==> config.mk <==
export PLATFORM = sky130hd
export DESIGN_NAME = rtc_value_windows
export DESIGN_NICKNAME = d
export VERILOG_FILES = /design/src/hw/rtc_value_pkg.sv /design/src/hw/bcd_pair_inc.sv /design/src/hw/rtc_value_windows.sv
export SDC_FILE = /design/constraint.sdc
export NUM_CORES = 1
export LEC_CHECK = 0
export ABC_CLOCK_PERIOD_IN_PS = 6300
export BUFFER_PORTS_ARGS = -buffer_cell sky130_fd_sc_hd__buf_2
export CORE_MARGIN = 1.5
export CORE_UTILIZATION = 30
export DETAILED_ROUTE_END_ITERATION = 16
export GPL_ROUTABILITY_DRIVEN = 0
export PLACE_DENSITY = 0.51
export REMOVE_ABC_BUFFERS = 1
export SYNTH_ARGS = -nofsm -noshare
export SYNTH_HDL_FRONTEND = slang
export SYNTH_HIERARCHICAL = 1
export SYNTH_SLANG_ARGS = --single-unit
==> constraint.sdc <==
create_clock -name ref_clk -period 6.3 [get_ports ref_clk]
set_input_delay 0.945 -clock ref_clk [delete_from_list [all_inputs] [get_ports ref_clk]]
set_output_delay 0.945 -clock ref_clk [all_outputs]
set_load 0.02 [all_outputs]
==> src/hw/rtc_value_pkg.sv <==
// Constants shared by the time and alarm value window logic
package rtc_value_pkg;

  localparam int          ADDR_W          = 4;
  localparam int          DATA_W          = 16;

  // Register addresses on the plain register port
  localparam logic [3:0]  CTRL_ADDR       = 4'h0;
  localparam logic [3:0]  ALARM_CFG_ADDR  = 4'h1;
  localparam logic [3:0]  TIME_WIN_ADDR   = 4'h2;
  localparam logic [3:0]  TIME_UPPER_ADDR = 4'h3;
  localparam logic [3:0]  ALARM_WIN_ADDR  = 4'h4;
  localparam logic [3:0]  ALARM_UPPER_ADDR = 4'h5;

  // Control and alarm configuration field positions
  localparam int          WREN_BIT        = 13;
  localparam int          PTR_LSB         = 8;
  localparam int          PTR_W           = 2;

  // Digit field positions inside the 16-bit windows
  localparam int          WEEKDAY_DIGIT_LSB        = 8;
  localparam int          HR_TENS_LSB     = 4;
  localparam int          HR_ONES_LSB     = 0;
  localparam int          MIN_TENS_LSB    = 12;
  localparam int          MIN_ONES_LSB    = 8;
  localparam int          SEC_TENS_LSB    = 4;
  localparam int          SEC_ONES_LSB    = 0;
  localparam int          MON_TENS_LSB    = 12;
  localparam int          MON_ONES_LSB    = 8;
  localparam int          DAY_TENS_LSB    = 4;
  localparam int          DAY_ONES_LSB    = 0;

  // Digit limits for the BCD counters
  localparam logic [3:0]  ONES_LAST       = 4'h9;
  localparam logic [2:0]  MS_TENS_LAST    = 3'h5;
  localparam logic [1:0]  HR_TENS_LAST    = 2'h2;
  localparam logic [3:0]  HR_ONES_LAST    = 4'h3;
  localparam logic [2:0]  WEEKDAY_DIGIT_LAST       = 3'h6;

  // Window pointer codes
  typedef enum logic [1:0] {
    PTR_MIN_SEC   = 2'h0,
    PTR_WKDY_HR   = 2'h1,
    PTR_MONTH_DAY = 2'h2,
    PTR_YEAR      = 2'h3
  } ptr_e;

endpackage : rtc_value_pkg

==> src/hw/bcd_pair_inc.sv <==
// Two-digit BCD increment with a programmable wrap point
`timescale 1ns/1ns
module bcd_pair_inc #(
  parameter int TENS_W = 3
) (
  input  wire logic [TENS_W-1:0] tens,
  input  wire logic [3:0]        ones,
  input  wire logic [TENS_W-1:0] last_tens,
  input  wire logic [3:0]        last_ones,
  input  wire logic [3:0]        ones_last,
  output logic      [TENS_W-1:0] next_tens,
  output logic      [3:0]        next_ones,
  output logic                   wrap
);

  if (TENS_W < 1 || TENS_W > 4) begin : g_bad_tens_width
    $error("bcd_pair_inc: TENS_W must be 1 to 4");
  end

  always_comb begin
    wrap      = (tens == last_tens) && (ones == last_ones);
    next_tens = tens;
    next_ones = ones + 4'h1;
    if (wrap) begin
      next_tens = '0;
      next_ones = 4'h0;
    end else if (ones == ones_last) begin
      next_tens = tens + TENS_W'(1);
      next_ones = 4'h0;
    end
  end

endmodule : bcd_pair_inc

==> src/hw/rtc_value_windows.sv <==
// Time-of-day and alarm value windows with pointer access and BCD timekeeping
//
// Implementation choices: the strobed register port and the address map.
`timescale 1ns/1ns
// Operation
// - Time pointer 01 shows weekday 10-8, hours tens 5-4, hours ones 3-0.
// - Time pointer 00 shows minutes 14-12/11-8 and seconds 6-4/3-0.
// - Alarm pointer 10 shows month tens 12, ones 11-8, day 5-4/3-0.
// - Alarm pointer 01 shows weekday 10-8, hours tens 5-4, ones 3-0.
// - Alarm pointer 00 shows minutes 14-12/11-8, seconds 6-4/3-0.
// - Weekday/hours and alarm date/weekday writes need write enable set.
// - Unimplemented window bits read zero and ignore writes.
// - Digit fields have no reset value; software initialises them.
// - Time pointer decrements on each upper window access, stopping at 00.
// - Alarm pointer decrements on each upper window access, stopping at 00.
// - Time value registers locked against writes while write enable is 0.
module rtc_value_windows
  import rtc_value_pkg::*;
(
  input  wire logic              ref_clk,
  input  wire logic              rst,
  input  wire logic [ADDR_W-1:0] addr,
  input  wire logic [DATA_W-1:0] wr_data,
  input  wire logic              wr_en,
  input  wire logic              rd_en,
  input  wire logic              second_tick,
  output logic      [DATA_W-1:0] rd_data,
  output logic                   timekeeping_write_enable,
  output logic      [DATA_W-1:0] time_weekday_hours,
  output logic      [DATA_W-1:0] time_minutes_seconds,
  output logic      [DATA_W-1:0] alarm_month_day,
  output logic      [DATA_W-1:0] alarm_weekday_hours,
  output logic      [DATA_W-1:0] alarm_minutes_seconds
);

  typedef struct packed {
    logic              wren;
    ptr_e              time_ptr;
    ptr_e              alarm_ptr;
    logic [2:0]        t_weekday_digit;
    logic [1:0]        t_hours_tens_digit;
    logic [3:0]        t_hours_ones_digit;
    logic [2:0]        t_minutes_tens_digit;
    logic [3:0]        t_minutes_ones_digit;
    logic [2:0]        t_seconds_tens_digit;
    logic [3:0]        t_seconds_ones_digit;
    logic              a_month_tens_digit;
    logic [3:0]        a_month_ones_digit;
    logic [1:0]        a_day_tens_digit;
    logic [3:0]        a_day_ones_digit;
    logic [2:0]        a_weekday_digit;
    logic [1:0]        a_hours_tens_digit;
    logic [3:0]        a_hours_ones_digit;
    logic [2:0]        a_minutes_tens_digit;
    logic [3:0]        a_minutes_ones_digit;
    logic [2:0]        a_seconds_tens_digit;
    logic [3:0]        a_seconds_ones_digit;
    logic [DATA_W-1:0] rd_data;
  } state_s;

  state_s s;
  state_s next_s;

  logic [2:0] sec_tens_inc;
  logic [3:0] sec_ones_inc;
  logic       sec_wrap;
  logic [2:0] min_tens_inc;
  logic [3:0] min_ones_inc;
  logic       min_wrap;
  logic [1:0] hr_tens_inc;
  logic [3:0] hr_ones_inc;
  logic       hr_wrap;

  // Packs a weekday and hours group into its window layout
  function automatic logic [DATA_W-1:0] view_wkdy_hr(
    input logic [2:0] weekday_digit,
    input logic [1:0] hr_tens,
    input logic [3:0] hr_ones
  );
    view_wkdy_hr = (DATA_W'(weekday_digit) << WEEKDAY_DIGIT_LSB)
                 | (DATA_W'(hr_tens) << HR_TENS_LSB)
                 | (DATA_W'(hr_ones) << HR_ONES_LSB);
  endfunction : view_wkdy_hr

  // Packs a minutes and seconds group into its window layout
  function automatic logic [DATA_W-1:0] view_min_sec(
    input logic [2:0] min_tens,
    input logic [3:0] min_ones,
    input logic [2:0] sec_tens,
    input logic [3:0] sec_ones
  );
    view_min_sec = (DATA_W'(min_tens) << MIN_TENS_LSB)
                 | (DATA_W'(min_ones) << MIN_ONES_LSB)
                 | (DATA_W'(sec_tens) << SEC_TENS_LSB)
                 | (DATA_W'(sec_ones) << SEC_ONES_LSB);
  endfunction : view_min_sec

  // Packs a month and day group into its window layout
  function automatic logic [DATA_W-1:0] view_month_day(
    input logic       mon_tens,
    input logic [3:0] mon_ones,
    input logic [1:0] day_tens,
    input logic [3:0] day_ones
  );
    view_month_day = (DATA_W'(mon_tens) << MON_TENS_LSB)
                   | (DATA_W'(mon_ones) << MON_ONES_LSB)
                   | (DATA_W'(day_tens) << DAY_TENS_LSB)
                   | (DATA_W'(day_ones) << DAY_ONES_LSB);
  endfunction : view_month_day

  // Pointer step after an upper window access, holding at zero
  function automatic ptr_e ptr_step(input ptr_e ptr);
    ptr_step = (ptr == PTR_MIN_SEC) ? PTR_MIN_SEC : ptr_e'(ptr - 2'h1);
  endfunction : ptr_step

  // Seconds and minutes wrap after 59, hours after 23
  bcd_pair_inc #(
    .TENS_W    (3)
  ) u_sec_inc (
    .tens      (s.t_seconds_tens_digit),
    .ones      (s.t_seconds_ones_digit),
    .last_tens (MS_TENS_LAST),
    .last_ones (ONES_LAST),
    .ones_last (ONES_LAST),
    .next_tens (sec_tens_inc),
    .next_ones (sec_ones_inc),
    .wrap      (sec_wrap)
  );

  bcd_pair_inc #(
    .TENS_W    (3)
  ) u_min_inc (
    .tens      (s.t_minutes_tens_digit),
    .ones      (s.t_minutes_ones_digit),
    .last_tens (MS_TENS_LAST),
    .last_ones (ONES_LAST),
    .ones_last (ONES_LAST),
    .next_tens (min_tens_inc),
    .next_ones (min_ones_inc),
    .wrap      (min_wrap)
  );

  bcd_pair_inc #(
    .TENS_W    (2)
  ) u_hr_inc (
    .tens      (s.t_hours_tens_digit),
    .ones      (s.t_hours_ones_digit),
    .last_tens (HR_TENS_LAST),
    .last_ones (HR_ONES_LAST),
    .ones_last (ONES_LAST),
    .next_tens (hr_tens_inc),
    .next_ones (hr_ones_inc),
    .wrap      (hr_wrap)
  );

  // Window accesses that may walk a pointer
  logic time_acc;
  logic alarm_acc;

  always_comb begin
    next_s    = s;
    time_acc  = (wr_en || rd_en) && (addr == TIME_WIN_ADDR || addr == TIME_UPPER_ADDR);
    alarm_acc = (wr_en || rd_en) && (addr == ALARM_WIN_ADDR || addr == ALARM_UPPER_ADDR);

    // Timekeeping carry chain
    if (second_tick) begin
      next_s.t_seconds_tens_digit = sec_tens_inc;
      next_s.t_seconds_ones_digit = sec_ones_inc;
      if (sec_wrap) begin
        next_s.t_minutes_tens_digit = min_tens_inc;
        next_s.t_minutes_ones_digit = min_ones_inc;
        if (min_wrap) begin
          next_s.t_hours_tens_digit = hr_tens_inc;
          next_s.t_hours_ones_digit = hr_ones_inc;
          if (hr_wrap) begin
            next_s.t_weekday_digit = (s.t_weekday_digit == WEEKDAY_DIGIT_LAST) ? 3'h0
                                   : s.t_weekday_digit + 3'h1;
          end
        end
      end
    end

    // Read data stands only in the cycle after the read strobe
    next_s.rd_data = '0;
    if (rd_en) begin
      unique case (addr)
        CTRL_ADDR: begin
          next_s.rd_data = (DATA_W'(s.wren) << WREN_BIT)
                         | (DATA_W'(s.time_ptr) << PTR_LSB);
        end
        ALARM_CFG_ADDR: begin
          next_s.rd_data = DATA_W'(s.alarm_ptr) << PTR_LSB;
        end
        TIME_WIN_ADDR, TIME_UPPER_ADDR: begin
          unique case (s.time_ptr)
            PTR_WKDY_HR: begin
              next_s.rd_data = view_wkdy_hr(s.t_weekday_digit, s.t_hours_tens_digit,
                                            s.t_hours_ones_digit);
            end
            PTR_MIN_SEC: begin
              next_s.rd_data = view_min_sec(s.t_minutes_tens_digit,
                                            s.t_minutes_ones_digit,
                                            s.t_seconds_tens_digit,
                                            s.t_seconds_ones_digit);
            end
            PTR_MONTH_DAY, PTR_YEAR: begin
              next_s.rd_data = '0;
            end
          endcase
        end
        ALARM_WIN_ADDR, ALARM_UPPER_ADDR: begin
          unique case (s.alarm_ptr)
            PTR_MONTH_DAY: begin
              next_s.rd_data = view_month_day(s.a_month_tens_digit, s.a_month_ones_digit,
                                              s.a_day_tens_digit,
                                              s.a_day_ones_digit);
            end
            PTR_WKDY_HR: begin
              next_s.rd_data = view_wkdy_hr(s.a_weekday_digit, s.a_hours_tens_digit,
                                            s.a_hours_ones_digit);
            end
            PTR_MIN_SEC: begin
              next_s.rd_data = view_min_sec(s.a_minutes_tens_digit,
                                            s.a_minutes_ones_digit,
                                            s.a_seconds_tens_digit,
                                            s.a_seconds_ones_digit);
            end
            PTR_YEAR: begin
              next_s.rd_data = '0;
            end
          endcase
        end
        default: begin
          next_s.rd_data = '0;
        end
      endcase
    end

    // Register writes; only digit, write enable and pointer fields are stored, other bits are dropped
    if (wr_en) begin
      unique case (addr)
        CTRL_ADDR: begin
          next_s.wren     = wr_data[WREN_BIT];
          next_s.time_ptr = ptr_e'(wr_data[PTR_LSB +: PTR_W]);
        end
        ALARM_CFG_ADDR: begin
          next_s.alarm_ptr = ptr_e'(wr_data[PTR_LSB +: PTR_W]);
        end
        TIME_WIN_ADDR, TIME_UPPER_ADDR: begin
          if (s.wren) begin
            unique case (s.time_ptr)
              PTR_WKDY_HR: begin
                next_s.t_weekday_digit    = wr_data[WEEKDAY_DIGIT_LSB +: 3];
                next_s.t_hours_tens_digit = wr_data[HR_TENS_LSB +: 2];
                next_s.t_hours_ones_digit = wr_data[HR_ONES_LSB +: 4];
              end
              PTR_MIN_SEC: begin
                next_s.t_minutes_tens_digit = wr_data[MIN_TENS_LSB +: 3];
                next_s.t_minutes_ones_digit = wr_data[MIN_ONES_LSB +: 4];
                next_s.t_seconds_tens_digit = wr_data[SEC_TENS_LSB +: 3];
                next_s.t_seconds_ones_digit = wr_data[SEC_ONES_LSB +: 4];
              end
              PTR_MONTH_DAY, PTR_YEAR: begin
                next_s.time_ptr = s.time_ptr;
              end
            endcase
          end
        end
        ALARM_WIN_ADDR, ALARM_UPPER_ADDR: begin
          unique case (s.alarm_ptr)
            PTR_MONTH_DAY: begin
              if (s.wren) begin
                next_s.a_month_tens_digit = wr_data[MON_TENS_LSB];
                next_s.a_month_ones_digit = wr_data[MON_ONES_LSB +: 4];
                next_s.a_day_tens_digit   = wr_data[DAY_TENS_LSB +: 2];
                next_s.a_day_ones_digit   = wr_data[DAY_ONES_LSB +: 4];
              end
            end
            PTR_WKDY_HR: begin
              if (s.wren) begin
                next_s.a_weekday_digit    = wr_data[WEEKDAY_DIGIT_LSB +: 3];
                next_s.a_hours_tens_digit = wr_data[HR_TENS_LSB +: 2];
                next_s.a_hours_ones_digit = wr_data[HR_ONES_LSB +: 4];
              end
            end
            // Alarm minutes and seconds stay writable while the lock is on
            PTR_MIN_SEC: begin
              next_s.a_minutes_tens_digit = wr_data[MIN_TENS_LSB +: 3];
              next_s.a_minutes_ones_digit = wr_data[MIN_ONES_LSB +: 4];
              next_s.a_seconds_tens_digit = wr_data[SEC_TENS_LSB +: 3];
              next_s.a_seconds_ones_digit = wr_data[SEC_ONES_LSB +: 4];
            end
            PTR_YEAR: begin
              next_s.alarm_ptr = s.alarm_ptr;
            end
          endcase
        end
        default: begin
          next_s.wren = s.wren;
        end
      endcase
    end

    // Upper window accesses walk the pointers down
    if (time_acc && addr == TIME_UPPER_ADDR) begin
      next_s.time_ptr = ptr_step(s.time_ptr);
    end
    if (alarm_acc && addr == ALARM_UPPER_ADDR) begin
      next_s.alarm_ptr = ptr_step(s.alarm_ptr);
    end
  end

  // Only control state and read data are reset; digits keep whatever they hold
  always_ff @(posedge ref_clk or posedge rst) begin
    if (rst) begin
      s.wren      <= 1'b0;
      s.time_ptr  <= PTR_MIN_SEC;
      s.alarm_ptr <= PTR_MIN_SEC;
      s.rd_data   <= '0;
    end else begin
      s <= next_s;
    end
  end

  assign rd_data                  = s.rd_data;
  assign timekeeping_write_enable = s.wren;
  assign time_weekday_hours       = view_wkdy_hr(s.t_weekday_digit, s.t_hours_tens_digit,
                                                 s.t_hours_ones_digit);
  assign time_minutes_seconds     = view_min_sec(s.t_minutes_tens_digit,
                                                 s.t_minutes_ones_digit,
                                                 s.t_seconds_tens_digit,
                                                 s.t_seconds_ones_digit);
  assign alarm_month_day          = view_month_day(s.a_month_tens_digit, s.a_month_ones_digit,
                                                   s.a_day_tens_digit, s.a_day_ones_digit);
  assign alarm_weekday_hours      = view_wkdy_hr(s.a_weekday_digit, s.a_hours_tens_digit,
                                                 s.a_hours_ones_digit);
  assign alarm_minutes_seconds    = view_min_sec(s.a_minutes_tens_digit,
                                                 s.a_minutes_ones_digit,
                                                 s.a_seconds_tens_digit,
                                                 s.a_seconds_ones_digit);

endmodule : rtc_value_windows

==> qor.txt <==
Seq. cell area: 2190 µm²
drt wl/cell: 15.3 µm
Hold Fails Final Rpt: 0
DR DRC count: 0
row count: 47
crit end category: flop
Worst Setup EP: s[17]
setup violators final: 0
status: finished clean
vias post-DR: 3,367
worst-margin pin slew: 0.937 ns
synthesis-to-finish area growth: 9.36%
flops & latches, synth: 76
clk_skew: 0.00621 ns
max-slew violations: 0
RSZ-0062 raised after global routing: false
number of enable flip-flop cells after synthesis: 57
CTS Buf Count: 9
vias per cell: 4.42
I/O Buffers: 94
startpoint types: input pin
CP max FO: 14
FFs w/ async S/R, synth: 25.0%
CTS tree: done
Yosys top cell area share: 34.1%
clk slew on worst S/H paths: 0.06 ns
CP required: 6.26 ns
Max Cap Viol: 0
share of cells above drive strength 1: 24.5%
final period utilization: 49.4%
Synth area leaders: edfxtp_1 34%, buf_4 15%, dfrtp_1 9.5%
total iterations of the first detailed-routing run: 4
ANT nets after route: 0
insertion delay to the later sink of the worst-skew pair: 0.34 ns
Synth warnings: 6
Die ar.: 17,500 µm²
most common cell after layout, fill and taps aside: buf_2
vias in the first global route: 3,318
Critical Path Source: addr[1]
R2R Setup Slk: 3.57 ns
cts hold-fix bufs: 0
Global Route Usage Sum: 13.4%
Fin Setup TNS: 0 ns
Peak VDD IR: 0.124 mV
hold_ws: 0.547 ns
data arrival time at the worst-slack endpoint: 3.07 ns
Slew HR: 37.5%
RR Startpoint: s[73]
fillers: 1,696
register area share after synthesis: 43.5%
Die Y: 132 µm
Max Freq: 0.321 GHz
I/O Pins: 122
DP HPWL: 8520 µm
nets: 567
Worst R2R Path Depth: 2
H-tree depth: 3
die span in x: 132 µm
core box area: 16,500 µm²
total grt overflow: 0
synth unique cells: 42
Pwr per Cell Area: 262 nW/µm²
CTS sink cnt: 76
Clock Root Buffer: clkbuf_16
commonest cells after routing, fill and taps aside: 94 x buf_2, 57 x conb_1, 57 x edfxtp_1, 48 x nor2_1, 46 x mux2i_1
antenna cells: 0
Crit Path Class: in2reg
FF-to-FF End: s[17]
Post-Route WL: 11,700 µm
area leader, netlist: edfxtp_1
first-pass GRT wire length: 18,300 µm
leakage: 2.28 nW
initial antenna violation count: 0
largest net degree at the start of global routing: 43
Post-CTS Setup Repair Bufs: 0
Max Buffers Root-to-Sink: 2
post_cts resized: 0
starting density of the core: 30.5%
Main synth FF type: edfxtp_1
Starting DRT DRC Count: 175
Worst Hold Class: reg2reg
multi-input logic area: 2230 µm²
Syn Inst Count: 487
Period minus WS final: 3.11 ns
Mean Syn Cell Area: 10.3 µm²
Synth Cell Area: 5020 µm²
==> kinds of logic (layout without fill, tap and decap cells) <==
kind of cell	Yosys count	count (layout)	synth area share [%]
compound gates	63	63	6.87
xor+xnor	41	41	7.15
fa+ha+maj	5	5	1.25
buf+inv	116	116	16.2
flops	76	76	43.5
mux	50	50	10.1
other cells	2	57	0.149
simple gates	134	134	14.8
==> routing by layer <==
layer  vias up  routed length, µm  global-route usage (%)
li1       1650                  -                       -
met3        18                752                    3.72
met4         0                245                    5.13
met5         -                  0                       0
met1      1592               5230                    16.8
met2       107               5450                    22.0
==> worst max-delay path, stage by stage <==
cell and delay [ns]:
buf_2 0.15, or3b_2 0.53, nor3_1 0.57, and3_1 0.87
==> through the flow <==
stage	cell area [µm²]	util [%]	setup slack, ns	std cells	total power, mW
CTS	5500	33.4	3.22	762	1.45
finish	5500	33.4	3.19	762	1.44
global placement	5190	31.5	2.88	746	0.925
floorplan	4430	-	3.53	430	0.840
global route	5500	33.4	3.18	762	1.51
detailed placement	5190	31.5	2.88	746	0.933
==> power by group <==
group          leakage, nW  internal (mW)  switching, mW
Combinational         1.35          0.121          0.146
Sequential           0.791          0.571         0.0831
Clock                0.142          0.309          0.211
Total                 2.28           1.00          0.440
==> synth_stat cells (2+ instances only) <==
| master | count |
|---|---|
| dfrtp_1 | 19 |
| inv_1 | 4 |
| ha_1 | 5 |
| and3_2 | 2 |
| nor4_2 | 3 |
| buf_2 | 5 |
| and4b_1 | 2 |
| nand3b_1 | 11 |
| a21oi_1 | 12 |
| o21ai_0 | 38 |
| conb_1 | 2 |
| mux2i_1 | 46 |
| xnor2_1 | 26 |
| nand4_1 | 4 |
| nor2_2 | 4 |
| edfxtp_1 | 57 |
| o22ai_1 | 2 |
| a22oi_1 | 4 |
| nor2_1 | 48 |
| nor3b_1 | 4 |
| nor3_1 | 3 |
| o21bai_1 | 4 |
| and3_1 | 3 |
| nand3_1 | 6 |
| mux2_2 | 4 |
| clkbuf_1 | 6 |
| buf_4 | 99 |
| nand2_1 | 33 |
| nor4_4 | 3 |
| buf_1 | 2 |
| xor2_1 | 15 |
==> final cells by class <==
| cell class | count | area share, % |
|---|---|---|
| clock inverter | 7 | 1.39 |
| multi-input combinational | 350 | 40.6 |
| inverter | 4 | 0.273 |
| sequential | 76 | 39.8 |
| clock buffer | 9 | 4.10 |
| tap | 220 | 5.01 |
| timing repair buffer | 96 | 8.83 |
==> how the worst min path moves through the flow <==
stage / startpoint / to / slack [ns] / cells past startpoint
4_1_cts: s[22] / rd_data[6] / 0.56 / 2
2_1_floorplan: s[76] / s[76] / 0.56 / 2
5_1_grt: s[22] / rd_data[6] / 0.58 / 2
3_3_place_gp: s[22] / rd_data[6] / 0.52 / 2
3_5_place_dp: s[22] / rd_data[6] / 0.55 / 2
6_report: s[22] / rd_data[6] / 0.55 / 2
==> registers in the layout, summed over array words and instances (netlist names) <==
name                      count
timekeeping_write_enable      1
s                            61
rd_data                      14
(Power assumes the default switching activity.)
